<file path="config.mk">
export PLATFORM = sky130hd
export DESIGN_NAME = wdg_watchdog
export DESIGN_NICKNAME = d
export VERILOG_FILES = /design/src/wdg_pkg.sv /design/src/wdg_watchdog.sv /design/src/wdg_timeout_counter.sv
export SDC_FILE = /design/constraint.sdc
export NUM_CORES = 1
export LEC_CHECK = 0
export BUFFER_PORTS_ARGS = -buffer_cell sky130_fd_sc_hd__buf_2
export CELL_PAD_IN_SITES_DETAIL_PLACEMENT = 2
export CELL_PAD_IN_SITES_GLOBAL_PLACEMENT = 2
export CORE_ASPECT_RATIO = 1.5
export CORE_MARGIN = 3
export CORE_UTILIZATION = 32
export DETAILED_ROUTE_END_ITERATION = 16
export PLACE_DENSITY = 0.82
export SYNTH_ARGS = -nofsm -noshare
export SYNTH_HDL_FRONTEND = slang
export SYNTH_SLANG_ARGS = --single-unit
</file>
<file path="constraint.sdc">
create_clock -name clock_i -period 3.95 [get_ports clock_i]
set_input_delay 0.5925 -clock clock_i [delete_from_list [all_inputs] [get_ports clock_i]]
set_output_delay 0.5925 -clock clock_i [all_outputs]
set_load 0.1 [all_outputs]
</file>
<file path="src/wdg_pkg.sv">
// Purpose: shared constants for the watchdog timeout and reset-enable block
// Assumes: apb slave with 32-bit data, one aligned word per register
// Notes:   control word layout follows the 8-bit watchdog control/status byte
package wdg_pkg;
  localparam int unsigned ADDR_W = 8;
  localparam int unsigned DATA_W = 32;

  // register byte offsets
  localparam logic [ADDR_W-1:0] OFF_CTRL   = 8'h00;  // watchdog_control_status
  localparam logic [ADDR_W-1:0] OFF_CAUSE  = 8'h04;  // reset_cause_register
  localparam logic [ADDR_W-1:0] OFF_STAT   = 8'h08;  // sticky event status
  localparam logic [ADDR_W-1:0] OFF_MASK   = 8'h0c;  // event mask
  localparam logic [ADDR_W-1:0] OFF_KICK   = 8'h10;  // any write restarts the count
  localparam logic [ADDR_W-1:0] OFF_VECTOR = 8'h14;  // restart vector, read only

  // control field positions
  localparam int unsigned POS_IRQ_FLAG = 7;
  localparam int unsigned POS_IRQ_EN   = 6;
  localparam int unsigned POS_SEL_HI   = 5;
  localparam int unsigned POS_UNLOCK   = 4;
  localparam int unsigned POS_RST_EN   = 3;
  localparam int unsigned POS_SEL_LO   = 0;
  localparam int unsigned SEL_LO_W     = 3;
  localparam int unsigned SEL_W        = 4;

  // reset cause field and event status bits
  localparam int unsigned POS_DOG_FLAG = 3;
  localparam int unsigned EV_TIMEOUT   = 0;
  localparam int unsigned EV_DOG_RST   = 1;
  localparam int unsigned EV_W         = 2;

  // reset values
  localparam logic [7:0]      CTRL_RESET = 8'h00;
  localparam logic [EV_W-1:0] MASK_RESET = 2'h0;

  // timeout selection
  localparam int unsigned      BASE_CYCLES = 2048;     // smallest timeout in oscillator cycles
  localparam logic [SEL_W-1:0] SEL_MAX     = 4'h9;     // largest defined code
  localparam int unsigned      CNT_W       = 21;       // holds 2048 << 9

  // nominal oscillator derived from the smallest timeout figure
  localparam int unsigned MIN_TIMEOUT_MS = 16;
  localparam int unsigned MAX_TIMEOUT_MS = 8000;
  localparam int unsigned CLK_HZ         = 125000000;
  localparam int unsigned OSC_HZ         = BASE_CYCLES * 1000 / MIN_TIMEOUT_MS;
  localparam int unsigned OSC_DIV        = CLK_HZ / OSC_HZ;   // rounded down

  // change-unlock window
  localparam int unsigned     UNLOCK_CYCLES = 4;
  localparam logic [2:0]      UNLOCK_LOAD   = 3'h4;

  // shared restart vector
  localparam logic [15:0] RESET_VECTOR = 16'h0000;
endpackage : wdg_pkg

</file>
<file path="src/wdg_watchdog.sv">
// Purpose: watchdog timeout selection, reset enable and apb register file
// Assumes: arst_n_i is the power-on reset; clock_i runs at 125 MHz
// Notes:   the oscillator is modelled as a divided tick of clock_i
//
// The implementer's own choices: the APB register port and the register offsets.
`timescale 1ns/1ps
module wdg_watchdog #(
  parameter int unsigned BASE_CYC = wdg_pkg::BASE_CYCLES,
  parameter int unsigned OSC_DIV  = wdg_pkg::OSC_DIV
) (
  input  wire logic                        clock_i,          // 125 MHz clock
  input  wire logic                        arst_n_i,         // power-on reset, low
  input  wire logic                        psel,             // apb select
  input  wire logic                        penable,          // apb enable
  input  wire logic                        pwrite,           // apb direction
  input  wire logic [wdg_pkg::ADDR_W-1:0]  paddr,            // apb address
  input  wire logic [wdg_pkg::DATA_W-1:0]  pwdata,           // apb write data
  output logic      [wdg_pkg::DATA_W-1:0]  prdata,           // apb read data
  output logic                             pready,           // apb ready
  output logic                             pslverr,          // apb error
  input  wire logic                        always_on_fuse_i, // fuse forces reset mode
  input  wire logic                        irq_serviced_i,   // timeout vector taken
  output logic                             timeout_irq_o,    // timeout interrupt request
  output logic                             sys_reset_o,      // watchdog reset pulse
  output logic      [15:0]                 restart_vector_o, // restart address
  output logic                             irq_o             // masked event interrupt
);
  import wdg_pkg::*;

  logic [SEL_W-1:0] timeout_select;
  logic             reset_enable_bit;
  logic             timeout_irq_enable;
  logic             timeout_irq_flag;
  logic [2:0]       unlock_cnt;
  logic             change_unlock_bit;
  logic             dog_reset_flag;
  logic [EV_W-1:0]  ev_status;
  logic [EV_W-1:0]  ev_mask;
  logic [9:0]       div_cnt;
  logic             osc_tick;
  logic             expire;
  logic             running;
  logic             rst_mode;
  logic             do_reset;
  logic             do_irq;
  logic             setup;
  logic             access_wr;
  logic             mapped;
  logic [7:0]       ctrl_rd;
  logic [7:0]       wb;

  // apb decode: read data is latched in setup, so every access ends in one access cycle
  assign setup     = psel && !penable;
  assign access_wr = psel && penable && pwrite;
  assign pready    = 1'b1;
  assign wb        = pwdata[7:0];
  always_comb
  begin
    if (paddr == OFF_CTRL || paddr == OFF_CAUSE || paddr == OFF_STAT)
      mapped = 1'b1;
    else if (paddr == OFF_MASK || paddr == OFF_KICK || paddr == OFF_VECTOR)
      mapped = 1'b1;
    else
      mapped = 1'b0;
  end

  assign change_unlock_bit = (unlock_cnt != 3'h0);
  assign ctrl_rd = {timeout_irq_flag, timeout_irq_enable, timeout_select[SEL_W-1], change_unlock_bit,
                    reset_enable_bit, timeout_select[SEL_LO_W-1:0]};

  // oscillator tick; OSC_DIV is rounded down so periods run marginally short
  always_ff @(posedge clock_i or negedge arst_n_i)
  begin
    if (!arst_n_i)
      div_cnt <= '0;
    else if (div_cnt == 10'(OSC_DIV - 1))
      div_cnt <= '0;
    else
      div_cnt <= div_cnt + 10'h001;
  end
  assign osc_tick = (div_cnt == 10'(OSC_DIV - 1));

  // mode decode
  assign rst_mode = reset_enable_bit || always_on_fuse_i;
  assign running  = rst_mode || timeout_irq_enable;
  // reset when interrupt is off, fused, or the first timeout went unserviced
  assign do_reset = expire && (always_on_fuse_i ||
                    (reset_enable_bit && (!timeout_irq_enable || timeout_irq_flag)));
  assign do_irq   = expire && !do_reset && timeout_irq_enable;

  wdg_timeout_counter #(
    .BASE  (BASE_CYC),
    .WIDTH (CNT_W)
  ) u_counter (
    .clock_i  (clock_i),
    .arst_n_i (arst_n_i),
    .run_i    (running),
    .kick_i   ((access_wr && paddr == OFF_KICK) || sys_reset_o),
    .tick_i   (osc_tick),
    .select_i (timeout_select),
    .expire_o (expire)
  );

  // timeout select: changes only inside the unlock window or on a watchdog reset
  always_ff @(posedge clock_i or negedge arst_n_i)
  begin
    if (!arst_n_i)
      timeout_select <= CTRL_RESET[SEL_W-1:0];
    else if (do_reset)
      timeout_select <= CTRL_RESET[SEL_W-1:0];
    else if (access_wr && paddr == OFF_CTRL && change_unlock_bit)
      timeout_select <= {wb[POS_SEL_HI], wb[POS_SEL_LO +: SEL_LO_W]};
  end

  // reset enable: set freely, cleared only when unlocked and flag clear
  always_ff @(posedge clock_i or negedge arst_n_i)
  begin
    if (!arst_n_i)
      reset_enable_bit <= CTRL_RESET[POS_RST_EN];
    else if (dog_reset_flag || do_reset)
      reset_enable_bit <= 1'b1;
    else if (access_wr && paddr == OFF_CTRL)
    begin
      if (wb[POS_RST_EN])
        reset_enable_bit <= 1'b1;
      else if (change_unlock_bit)
        reset_enable_bit <= 1'b0;
    end
  end

  // unlock window counter
  always_ff @(posedge clock_i or negedge arst_n_i)
  begin
    if (!arst_n_i)
      unlock_cnt <= 3'h0;
    else if (do_reset)
      unlock_cnt <= 3'h0;
    else if (access_wr && paddr == OFF_CTRL && wb[POS_UNLOCK])
      unlock_cnt <= UNLOCK_LOAD;
    else if (unlock_cnt != 3'h0)
      unlock_cnt <= unlock_cnt - 3'h1;
  end

  // interrupt enable: servicing in combined mode falls back to reset mode
  always_ff @(posedge clock_i or negedge arst_n_i)
  begin
    if (!arst_n_i)
      timeout_irq_enable <= CTRL_RESET[POS_IRQ_EN];
    else if (do_reset)
      timeout_irq_enable <= 1'b0;
    else if (access_wr && paddr == OFF_CTRL)
      timeout_irq_enable <= wb[POS_IRQ_EN];
    else if (irq_serviced_i && reset_enable_bit)
      timeout_irq_enable <= 1'b0;
  end

  // interrupt flag: a timeout in the clearing cycle wins
  always_ff @(posedge clock_i or negedge arst_n_i)
  begin
    if (!arst_n_i)
      timeout_irq_flag <= CTRL_RESET[POS_IRQ_FLAG];
    else if (do_reset)
      timeout_irq_flag <= 1'b0;
    else if (do_irq)
      timeout_irq_flag <= 1'b1;
    else if (irq_serviced_i || (access_wr && paddr == OFF_CTRL && wb[POS_IRQ_FLAG]))
      timeout_irq_flag <= 1'b0;
  end
  assign timeout_irq_o = timeout_irq_flag && timeout_irq_enable;

  // watchdog reset flag, cleared by writing zero; only power-on reset clears it otherwise
  always_ff @(posedge clock_i or negedge arst_n_i)
  begin
    if (!arst_n_i)
      dog_reset_flag <= 1'b0;
    else if (do_reset)
      dog_reset_flag <= 1'b1;
    else if (access_wr && paddr == OFF_CAUSE && !wb[POS_DOG_FLAG])
      dog_reset_flag <= 1'b0;
  end

  // reset pulse and restart vector
  always_ff @(posedge clock_i or negedge arst_n_i)
  begin
    if (!arst_n_i)
      sys_reset_o <= 1'b0;
    else
      sys_reset_o <= do_reset;
  end
  assign restart_vector_o = RESET_VECTOR;

  // sticky events, write one to clear, set wins
  always_ff @(posedge clock_i or negedge arst_n_i)
  begin
    if (!arst_n_i)
      ev_status <= '0;
    else
      ev_status <= (ev_status & ~((access_wr && paddr == OFF_STAT) ? wb[EV_W-1:0] : 2'h0))
                   | {do_reset, do_irq};
  end

  // event mask
  always_ff @(posedge clock_i or negedge arst_n_i)
  begin
    if (!arst_n_i)
      ev_mask <= MASK_RESET;
    else if (access_wr && paddr == OFF_MASK)
      ev_mask <= wb[EV_W-1:0];
  end
  assign irq_o = |(ev_status & ev_mask);

  // read data and error, captured in the setup cycle
  always_ff @(posedge clock_i or negedge arst_n_i)
  begin
    if (!arst_n_i)
    begin
      prdata  <= '0;
      pslverr <= 1'b0;
    end
    else if (setup)
    begin
      pslverr <= !mapped;
      if (pwrite)
        prdata <= '0;
      else if (paddr == OFF_CTRL)
        prdata <= {24'h000000, ctrl_rd};
      else if (paddr == OFF_CAUSE)
        prdata <= {28'h0000000, dog_reset_flag, 3'h0};
      else if (paddr == OFF_STAT)
        prdata <= {30'h0, ev_status};
      else if (paddr == OFF_MASK)
        prdata <= {30'h0, ev_mask};
      else if (paddr == OFF_VECTOR)
        prdata <= {16'h0000, RESET_VECTOR};
      else
        prdata <= '0;
    end
  end

  // checks
  chk_flag_forces_en: assert property (@(posedge clock_i) disable iff (!arst_n_i)
    dog_reset_flag |=> reset_enable_bit)
    else $error("reset enable low while reset flag set");
  chk_locked_no_clear: assert property (@(posedge clock_i) disable iff (!arst_n_i)
    (reset_enable_bit && !change_unlock_bit && !do_reset) |=> reset_enable_bit)
    else $error("reset enable cleared without unlock");
  chk_unlock_window: assert property (@(posedge clock_i) disable iff (!arst_n_i)
    (access_wr && paddr == OFF_CTRL && wb[POS_UNLOCK] && !do_reset) |=> change_unlock_bit [*4] ##1 !change_unlock_bit)
    else $error("unlock window not four cycles");
  chk_select_locked: assert property (@(posedge clock_i) disable iff (!arst_n_i)
    (!change_unlock_bit && !do_reset) |=> $stable(timeout_select))
    else $error("select changed while locked");
  chk_min_period: assert property (@(posedge clock_i) disable iff (!arst_n_i)
    (osc_tick && running && timeout_select == 4'h0 && u_counter.count == CNT_W'(BASE_CYC - 1)
     && !(access_wr && paddr == OFF_KICK) && !sys_reset_o) |=> expire)
    else $error("code zero did not expire after base count");
  chk_clamp_reserved: assert property (@(posedge clock_i) disable iff (!arst_n_i)
    (timeout_select > SEL_MAX) |-> (u_counter.limit == (CNT_W'(BASE_CYC) << 9)))
    else $error("reserved code not clamped");
  chk_reset_flag_set: assert property (@(posedge clock_i) disable iff (!arst_n_i)
    do_reset |=> (dog_reset_flag && sys_reset_o))
    else $error("watchdog reset did not set flag");
  chk_irq_first: assert property (@(posedge clock_i) disable iff (!arst_n_i)
    (expire && reset_enable_bit && timeout_irq_enable && !timeout_irq_flag && !always_on_fuse_i)
      |=> (timeout_irq_flag && !sys_reset_o))
    else $error("combined mode did not interrupt first");
  chk_service_fallback: assert property (@(posedge clock_i) disable iff (!arst_n_i)
    (irq_serviced_i && reset_enable_bit && !(access_wr && paddr == OFF_CTRL)) |=> !timeout_irq_enable)
    else $error("service did not fall back to reset mode");
  chk_vector_zero: assert property (@(posedge clock_i) disable iff (!arst_n_i)
    sys_reset_o |-> restart_vector_o == 16'h0000)
    else $error("restart vector not zero");

  cov_irq_then_reset: cover property (@(posedge clock_i) disable iff (!arst_n_i)
    do_irq ##[1:1000] do_reset);
  cov_unlock_clear: cover property (@(posedge clock_i) disable iff (!arst_n_i)
    change_unlock_bit ##1 $fell(reset_enable_bit));
  cov_service: cover property (@(posedge clock_i) disable iff (!arst_n_i)
    timeout_irq_flag && irq_serviced_i);
endmodule : wdg_watchdog

</file>
<file path="src/wdg_timeout_counter.sv">
// Purpose: timeout counter with select-driven limit
// Assumes: tick_i is one oscillator tick, one clock wide
// Notes:   reserved codes clamp to the longest defined timeout
`timescale 1ns/1ps
module wdg_timeout_counter #(
  parameter int unsigned BASE  = 2048,
  parameter int unsigned WIDTH = 21
) (
  input  wire logic                    clock_i,   // system clock
  input  wire logic                    arst_n_i,  // async reset, low
  input  wire logic                    run_i,     // watchdog running
  input  wire logic                    kick_i,    // restart count
  input  wire logic                    tick_i,    // oscillator tick
  input  wire logic [wdg_pkg::SEL_W-1:0] select_i, // timeout code
  output logic                         expire_o   // one-cycle timeout pulse
);
  import wdg_pkg::*;

  logic [SEL_W-1:0] code_eff;
  logic [WIDTH-1:0] limit;
  logic [WIDTH-1:0] count;
  logic             hit;

  // clamp reserved codes so a stray write cannot disable the timeout
  assign code_eff = (select_i > SEL_MAX) ? SEL_MAX : select_i;
  assign limit    = WIDTH'(BASE) << code_eff;
  // >= so that switching to a shorter period still expires promptly
  assign hit      = tick_i && (count >= limit - WIDTH'(1));

  // count oscillator ticks while running
  always_ff @(posedge clock_i or negedge arst_n_i)
  begin
    if (!arst_n_i)
      count <= '0;
    else if (kick_i || !run_i || hit)
      count <= '0;
    else if (tick_i)
      count <= count + WIDTH'(1);
  end

  // registered expiry pulse
  always_ff @(posedge clock_i or negedge arst_n_i)
  begin
    if (!arst_n_i)
      expire_o <= 1'b0;
    else
      expire_o <= hit && run_i && !kick_i;
  end
endmodule : wdg_timeout_counter

</file>
* Word-level counts from Yosys, hierarchy flattened
Cells that the tools add are included.
Cells by class: shifts and indexed selects 1, reduce and logical (&&, ||, !) cells 53, magnitude comparators 2, eq/ne operators 6, muxes and demuxes 29, add/subtract/negate cells 4, bitwise operators 4
Operators by type and width (number):
- $mux 21 | 2
- $add 21x1->21 const B | 1
- $ge 21x21->1 | 1
- $logic_and 1x1->1 | 21
- $shl 12x4->21 const A | 1
- $sub 21x1->21 const B | 1
- $eq 8x4->1 const B | 2
- $eq 8x5->1 const B | 2
- $mux 4 | 4
- $mux 8 | 2
- $reduce_bool 3->1 | 5
- $mux 1 | 14
- $logic_or 1x1->1 | 13
- $add 10x1->10 const B | 1
- $eq 10x10->1 const B | 1
- $mux 10 | 1
- $mux 3 | 3
- $eq 8x3->1 const B | 1
- $logic_not 8->1 | 1
- $reduce_bool 2->1 | 4
- $logic_not 1->1 | 7
- $mux 2 | 3
- $and 2x2->2 | 2
- $gt 4x4->1 const B | 1
- other kinds (5) | 5
Word-level totals: input bits 47, bits in registers 81, output and inout bits 53, word-level logic and storage cells 113

* Longest topological paths before layout
depth in word-level cells 10, gate-level depth with buffers 14, depth with buffers taken out 12

* Modules after synthesis
Synthesis repeated with hierarchy kept, for this count alone.
Unflattened totals: cell total of the unflattened synthesis 379, area total of the unflattened synthesis 3669.8 sq um
By module, submodules not included:
- wdg_watchdog | instances 1, cells each 221, area an instance 2183.3 sq um
- wdg_timeout_counter | instances 1, cells each 158, area an instance 1486.4 sq um

* Worst setup path after synthesis
OpenSTA, ideal clock, no wires.
path kind register to register, start register timeout_select[0], end register u_counter.count[0], library setup time 0.127 ns, setup slack 0.857 ns, arrival 2.965 ns, required time 3.823 ns, stages on the path, launching flop included 12, buffers on the path 1, cells stage by stage dfrtp_1 -> or2_2 -> or3_1 -> ha_1 -> xor2_1 -> ha_1 -> nand4_1 -> nor4b_2 -> nand3b_1 -> a31oi_2 -> buf_4 -> nor3_1
On the way: cells in the longest elaborated chain, start to end 8, elaborated cells on any way between the ends 9, classes of those cells add/sub: 1; order compare: 2; shift: 1; mux: 2; reduce/logical: 3
RTL lines:
- start, declared | RTL line wdg_watchdog.sv:30 | logic [SEL_W-1:0] timeout_select;
- start signal, assigned | RTL line wdg_watchdog.sv:108 | timeout_select <= CTRL_RESET[SEL_W-1:0];
- start signal, assigned | RTL line wdg_watchdog.sv:110 | timeout_select <= CTRL_RESET[SEL_W-1:0];
- start signal, assigned | RTL line wdg_watchdog.sv:112 | timeout_select <= {wb[POS_SEL_HI], wb[POS_SEL_LO +: SEL_LO_W]};
- $gt 4x4->1 | RTL line wdg_timeout_counter.sv:25 | assign code_eff = (select_i > SEL_MAX) ? SEL_MAX : select_i;
- $mux 4 (*) | RTL line wdg_timeout_counter.sv:25
- $shl 12x4->21 (*) | RTL line wdg_timeout_counter.sv:26 | assign limit = WIDTH'(BASE) << code_eff;
- $sub 21x1->21 (*) | RTL line wdg_timeout_counter.sv:28 | assign hit = tick_i && (count >= limit - WIDTH'(1));
- $ge 21x21->1 (*) | RTL line wdg_timeout_counter.sv:28
- $logic_and 1x1->1 (*) | RTL line wdg_timeout_counter.sv:28
- $logic_or 1x1->1 (*) | RTL line wdg_timeout_counter.sv:35 | else if (kick_i || !run_i || hit)
- $mux 21 / $reduce_bool 2->1 (equally long branches)
- end signal, assigned | RTL line wdg_timeout_counter.sv:38 | count <= count + WIDTH'(1);
- end, declared | RTL line wdg_timeout_counter.sv:21 | logic [WIDTH-1:0] count;
Every way passes the cells marked *; elsewhere a longest branch is shown, timed or not. A chain may end at the register's enable or synchronous reset.

* Final worst setup path
start register timeout_select[0], end register u_counter.expire_o
On the way: cells in the longest elaborated chain, start to end 8
RTL lines:
- $gt 4x4->1 | RTL line wdg_timeout_counter.sv:25
- $mux 4 (*) | RTL line wdg_timeout_counter.sv:25
- $shl 12x4->21 (*) | RTL line wdg_timeout_counter.sv:26
- $sub 21x1->21 (*) | RTL line wdg_timeout_counter.sv:28
- $ge 21x21->1 (*) | RTL line wdg_timeout_counter.sv:28
- $logic_and 1x1->1 (*) | RTL line wdg_timeout_counter.sv:28
- $logic_and 1x1->1 (*) (2 in series) | RTL line wdg_timeout_counter.sv:47 | expire_o <= hit && run_i && !kick_i;
- end signal, assigned | RTL line wdg_timeout_counter.sv:47
- end, declared | RTL line wdg_timeout_counter.sv:15 | output logic expire_o
Marks and branches as above.

==> run_summary.xml <==
<?xml version="1.0" encoding="UTF-8"?>
<metrics>
  <group name="timing">
    <metric name="grt_setup_unrepaired" unit="">no</metric>
    <metric name="setup_total_negative_slack" unit="ns">0</metric>
    <metric name="final-hold-violation-count" unit="">0</metric>
    <metric name="maxSlewViolCount" unit="">0</metric>
    <metric name="slew_headroom" unit="%">34.7</metric>
    <metric name="timing.fmax" unit="MHz">299</metric>
    <metric name="fin_crit" unit="ns">3.34</metric>
    <metric name="fin_worst_skew" unit="ns">0.00670</metric>
    <metric name="worst-slew-pin-transition" unit="ns">0.971</metric>
    <metric name="setup_viol_count_final" unit="">0</metric>
    <metric name="post-route-period-util" unit="%">84.7</metric>
  </group>
  <group name="global_routing">
    <metric name="antenna_found_initial" unit="">0</metric>
    <metric name="grt_overflow_total" unit="">0</metric>
    <metric name="grtUsageTotal" unit="%">17.3</metric>
    <metric name="grt_pass1_wl" unit="um">17000</metric>
    <metric name="grt_pass1_vias" unit="">3334</metric>
    <metric name="pin_count_of_the_biggest_net_entering_global_routing" unit="">39</metric>
  </group>
  <group name="synthesis">
    <metric name="synth_top_area_cell" unit="">sky130_fd_sc_hd__dfrtp_1</metric>
    <metric name="synthesis.yosys.warnings" unit="">0</metric>
    <metric name="synth.cells.most_frequent" unit="">sky130_fd_sc_hd__dfrtp_1 (57), sky130_fd_sc_hd__buf_4 (43), sky130_fd_sc_hd__nand2_1 (37), sky130_fd_sc_hd__a21oi_1 (19), sky130_fd_sc_hd__nor2_1 (19)</metric>
    <metric name="post-synth-top-area-fraction" unit="%">39.5</metric>
    <metric name="avg_synthesized_cell_area" unit="um2">9.51</metric>
    <metric name="synthCells" unit="">380</metric>
    <metric name="top_cells_by_area_synth" unit="">sky130_fd_sc_hd__dfrtp_1 (39%), sky130_fd_sc_hd__buf_4 (8.9%), sky130_fd_sc_hd__ha_1 (5.2%)</metric>
    <metric name="primary_ff_master_synth" unit="">sky130_fd_sc_hd__dfrtp_1</metric>
    <metric name="ys_seq_elements" unit="">57</metric>
    <metric name="synth_async_sr_flop_share" unit="%">100</metric>
    <metric name="yosysSeqAreaShare" unit="%">39.5</metric>
    <metric name="syn-cell-area" unit="um2">3610</metric>
    <metric name="synth-edff-count" unit="">0</metric>
    <metric name="number_of_library_cell_types_mapped_by_synthesis" unit="">57</metric>
    <metric name="yosys.cell_count.top_type" unit="">sky130_fd_sc_hd__dfrtp_1</metric>
  </group>
  <group name="setup_path">
    <metric name="critical-path-slowest-cell" unit="">sky130_fd_sc_hd__dfrtp_1</metric>
    <metric name="crit_path_max_fanout" unit="">11</metric>
    <metric name="setup.worst_path.class" unit="">reg -&gt; reg</metric>
    <metric name="path_common_cell" unit="">sky130_fd_sc_hd__ha_1</metric>
    <metric name="worst_ep_required" unit="ns">4.19</metric>
    <metric name="cp_slowest_stage_delay" unit="ns">0.47</metric>
    <metric name="crit_path_end_kind" unit="">register</metric>
    <metric name="cpLargestDelayFamily" unit="">simple AND/OR/NAND/NOR gates</metric>
    <metric name="timing.critical_path.arrival" unit="ns">3.59</metric>
    <metric name="cp_cell_sequence" unit="">or2_2 -&gt; or3_1 -&gt; ha_1 -&gt; nor3_1 -&gt; a21o_1 -&gt; a32oi_1 -&gt; ha_1 -&gt; nand4_1 -&gt; nand3b_1 -&gt; a31oi_2 -&gt; buf_4 -&gt; nor2b_1</metric>
    <metric name="cp_num_buf_inv" unit="">1</metric>
    <metric name="startpoint_type" unit="">register</metric>
  </group>
  <group name="route">
    <metric name="drt_pre_antenna_iters" unit="">5</metric>
    <metric name="drc" unit="">0</metric>
    <metric name="route.final.wire_length" unit="um">10100</metric>
    <metric name="post_drt_via_cell_ratio" unit="">5.17</metric>
    <metric name="drt_iter0_markers" unit="">91</metric>
    <metric name="detail-route-antenna-nets" unit="">0</metric>
    <metric name="routedWlPerCell" unit="um">17.9</metric>
    <metric name="vias_post_dr" unit="">2907</metric>
  </group>
  <group name="clock_tree">
    <metric name="post_cts_repair_timing_setup_buffer_count" unit="">0</metric>
    <metric name="cts_inserted_buffers" unit="">9</metric>
    <metric name="clock_network_latency_to_the_later_pin_of_the_worst_skew_pair" unit="ns">0.33</metric>
    <metric name="clk_path_buf_depth" unit="">2</metric>
    <metric name="clock_sink_count" unit="">57</metric>
    <metric name="post_cts_resize_count" unit="">0</metric>
    <metric name="htree_num_levels" unit="">3</metric>
    <metric name="tritoncts" unit="">yes</metric>
    <metric name="path_clk_slew" unit="ns">0.05</metric>
    <metric name="cts.hold.buffers_added" unit="">0</metric>
    <metric name="root_buffer" unit="">sky130_fd_sc_hd__clkbuf_16</metric>
  </group>
  <group name="finish">
    <metric name="nets_finish" unit="">475</metric>
    <metric name="antennaDiodeCount" unit="">0</metric>
    <metric name="layout-drive-gt1-share" unit="%">19.4</metric>
    <metric name="fin_area" unit="um2">4070</metric>
    <metric name="finish.cell_count_without_fillers" unit="">562</metric>
    <metric name="final_core_utilization" unit="%">37.6</metric>
    <metric name="area_growth" unit="%">12.7</metric>
  </group>
  <group name="place">
    <metric name="dp_hpwl" unit="um">7480</metric>
    <metric name="placedInstanceArea" unit="um2">3760</metric>
    <metric name="buffer_ports.inserted" unit="">34</metric>
    <metric name="gp_routability_congestion" unit="">0.817</metric>
    <metric name="dpl_cells" unit="">546</metric>
  </group>
  <group name="pwr">
    <metric name="power.leakage" unit="uW">0.00181</metric>
    <metric name="ir_drop" unit="mV">0.237</metric>
    <metric name="power_density" unit="nW/um2">434</metric>
  </group>
  <group name="die">
    <metric name="row_count" unit="">46</metric>
    <metric name="starting_density_of_the_core" unit="%">33.4</metric>
    <metric name="dieArea" unit="um2">12600</metric>
    <metric name="pin_count" unit="">100</metric>
    <metric name="standard_cell_core_area" unit="um2">10800</metric>
    <metric name="floorplan.die.height" unit="um">136</metric>
    <metric name="die-width" unit="um">92.8</metric>
  </group>
  <group name="hold_path">
    <metric name="hp-class" unit="">in -&gt; async</metric>
  </group>
  <group name="status">
    <metric name="status" unit="">finished, final reports clean</metric>
  </group>
  <group name="run">
    <metric name="max_cap_check_violation_count" unit="">0</metric>
  </group>
</metrics>
[final cells by class]
type                       count  area, um2
tap                          144        180
timing repair buffer          39        208
inverter                       8       30.0
clock buffer                  14        274
clock inverter                 2       35.0
fill                        1284       6750
multi-input combinational    298       1920
sequential                    57       1430
[final timing paths]
| kind | from | depth (start not counted) | end | slack [ns] |
|---|---|---|---|---|
| min reg2reg | div_cnt[0]$_DFF_PN0_ | 1 | div_cnt[0]$_DFF_PN0_ | 0.47 |
| max reg2reg | timeout_select[0]$_DFFE_PN0P_ | 12 | u_counter.expire_o$_DFF_PN0_ | 0.61 |
| max in group asynchronous | arst_n_i | 2 | u_counter.count[14]$_DFFE_PN0P_ | 2.75 |
| min | arst_n_i | 1 | u_counter.count[8]$_DFFE_PN0P_ | 0.39 |
| max | timeout_select[0]$_DFFE_PN0P_ | 12 | u_counter.expire_o$_DFF_PN0_ | 0.61 |
| min in group clock_i | div_cnt[0]$_DFF_PN0_ | 1 | div_cnt[0]$_DFF_PN0_ | 0.47 |
[power by group]
group          switching, uW  leakage (uW)  total (uW)  internal (uW)
clock                    264      0.000153         803            538
combinational            277      0.000889         342           64.1
sequential              16.4      0.000769         624            607
[stage by stage]
| stage | total power (uW) | setup slack (ns) | hold slack [ns] |
|---|---|---|---|
| global placement | 958 | 0.700 | 0.447 |
| CTS | 1790 | 0.560 | 0.442 |
| floorplan | 943 | 0.857 | 0.297 |
| global route | 1840 | 0.372 | 0.476 |
| detailed placement | 977 | 0.619 | 0.477 |
| finish | 1770 | 0.606 | 0.391 |
[sequential cells by signal, summed over array words and instances (netlist names)]
name                count
sys_reset_o             1
prdata                  8
pslverr                 1
u_counter.count        21
unlock_cnt              3
timeout_select          4
reset_enable_bit        1
ev_status               2
u_counter.expire_o      1
div_cnt                10
dog_reset_flag          1
timeout_irq_flag        1
ev_mask                 2
timeout_irq_enable      1
[per-layer routing]
| metal | up-vias | part of all wire, % | global-route usage, % |
|---|---|---|---|
| met5 | - | 0 | 0 |
| met4 | 0 | 3.2 | 7.99 |
| met3 | 22 | 3.4 | 3.38 |
| met2 | 70 | 57 | 33.5 |
| met1 | 1473 | 37 | 17.5 |
| li1 | 1342 | - | - |
[cells by family after synthesis]
family	count (synthesis)	share of synthesized area, %
XOR/XNOR	23	5.58
AO/OA/AOI/OAI	67	13.4
AND/OR/NAND/NOR	145	22.9
multiplexers	6	1.73
buffers and inverters	65	11.6
flip-flops	57	39.5
adder cells (fa/ha/maj)	15	5.20
other	2	0.208
[placed cells by master, fill, tap and decap left out, drive strengths merged, types with 7 or more instances in the layout]
cell type / n
nand2: 37
dfrtp: 57
buf: 39
nor2: 19
a311oi: 7
nand3: 16
a21oi: 19
xnor2: 15
nor3: 22
nand4: 10
ha: 15
inv: 8
a211oi: 7
conb: 42
o21ai: 7
clkbuf: 14
xor2: 8
No activity file was read; power rests on OpenSTA's default activity.
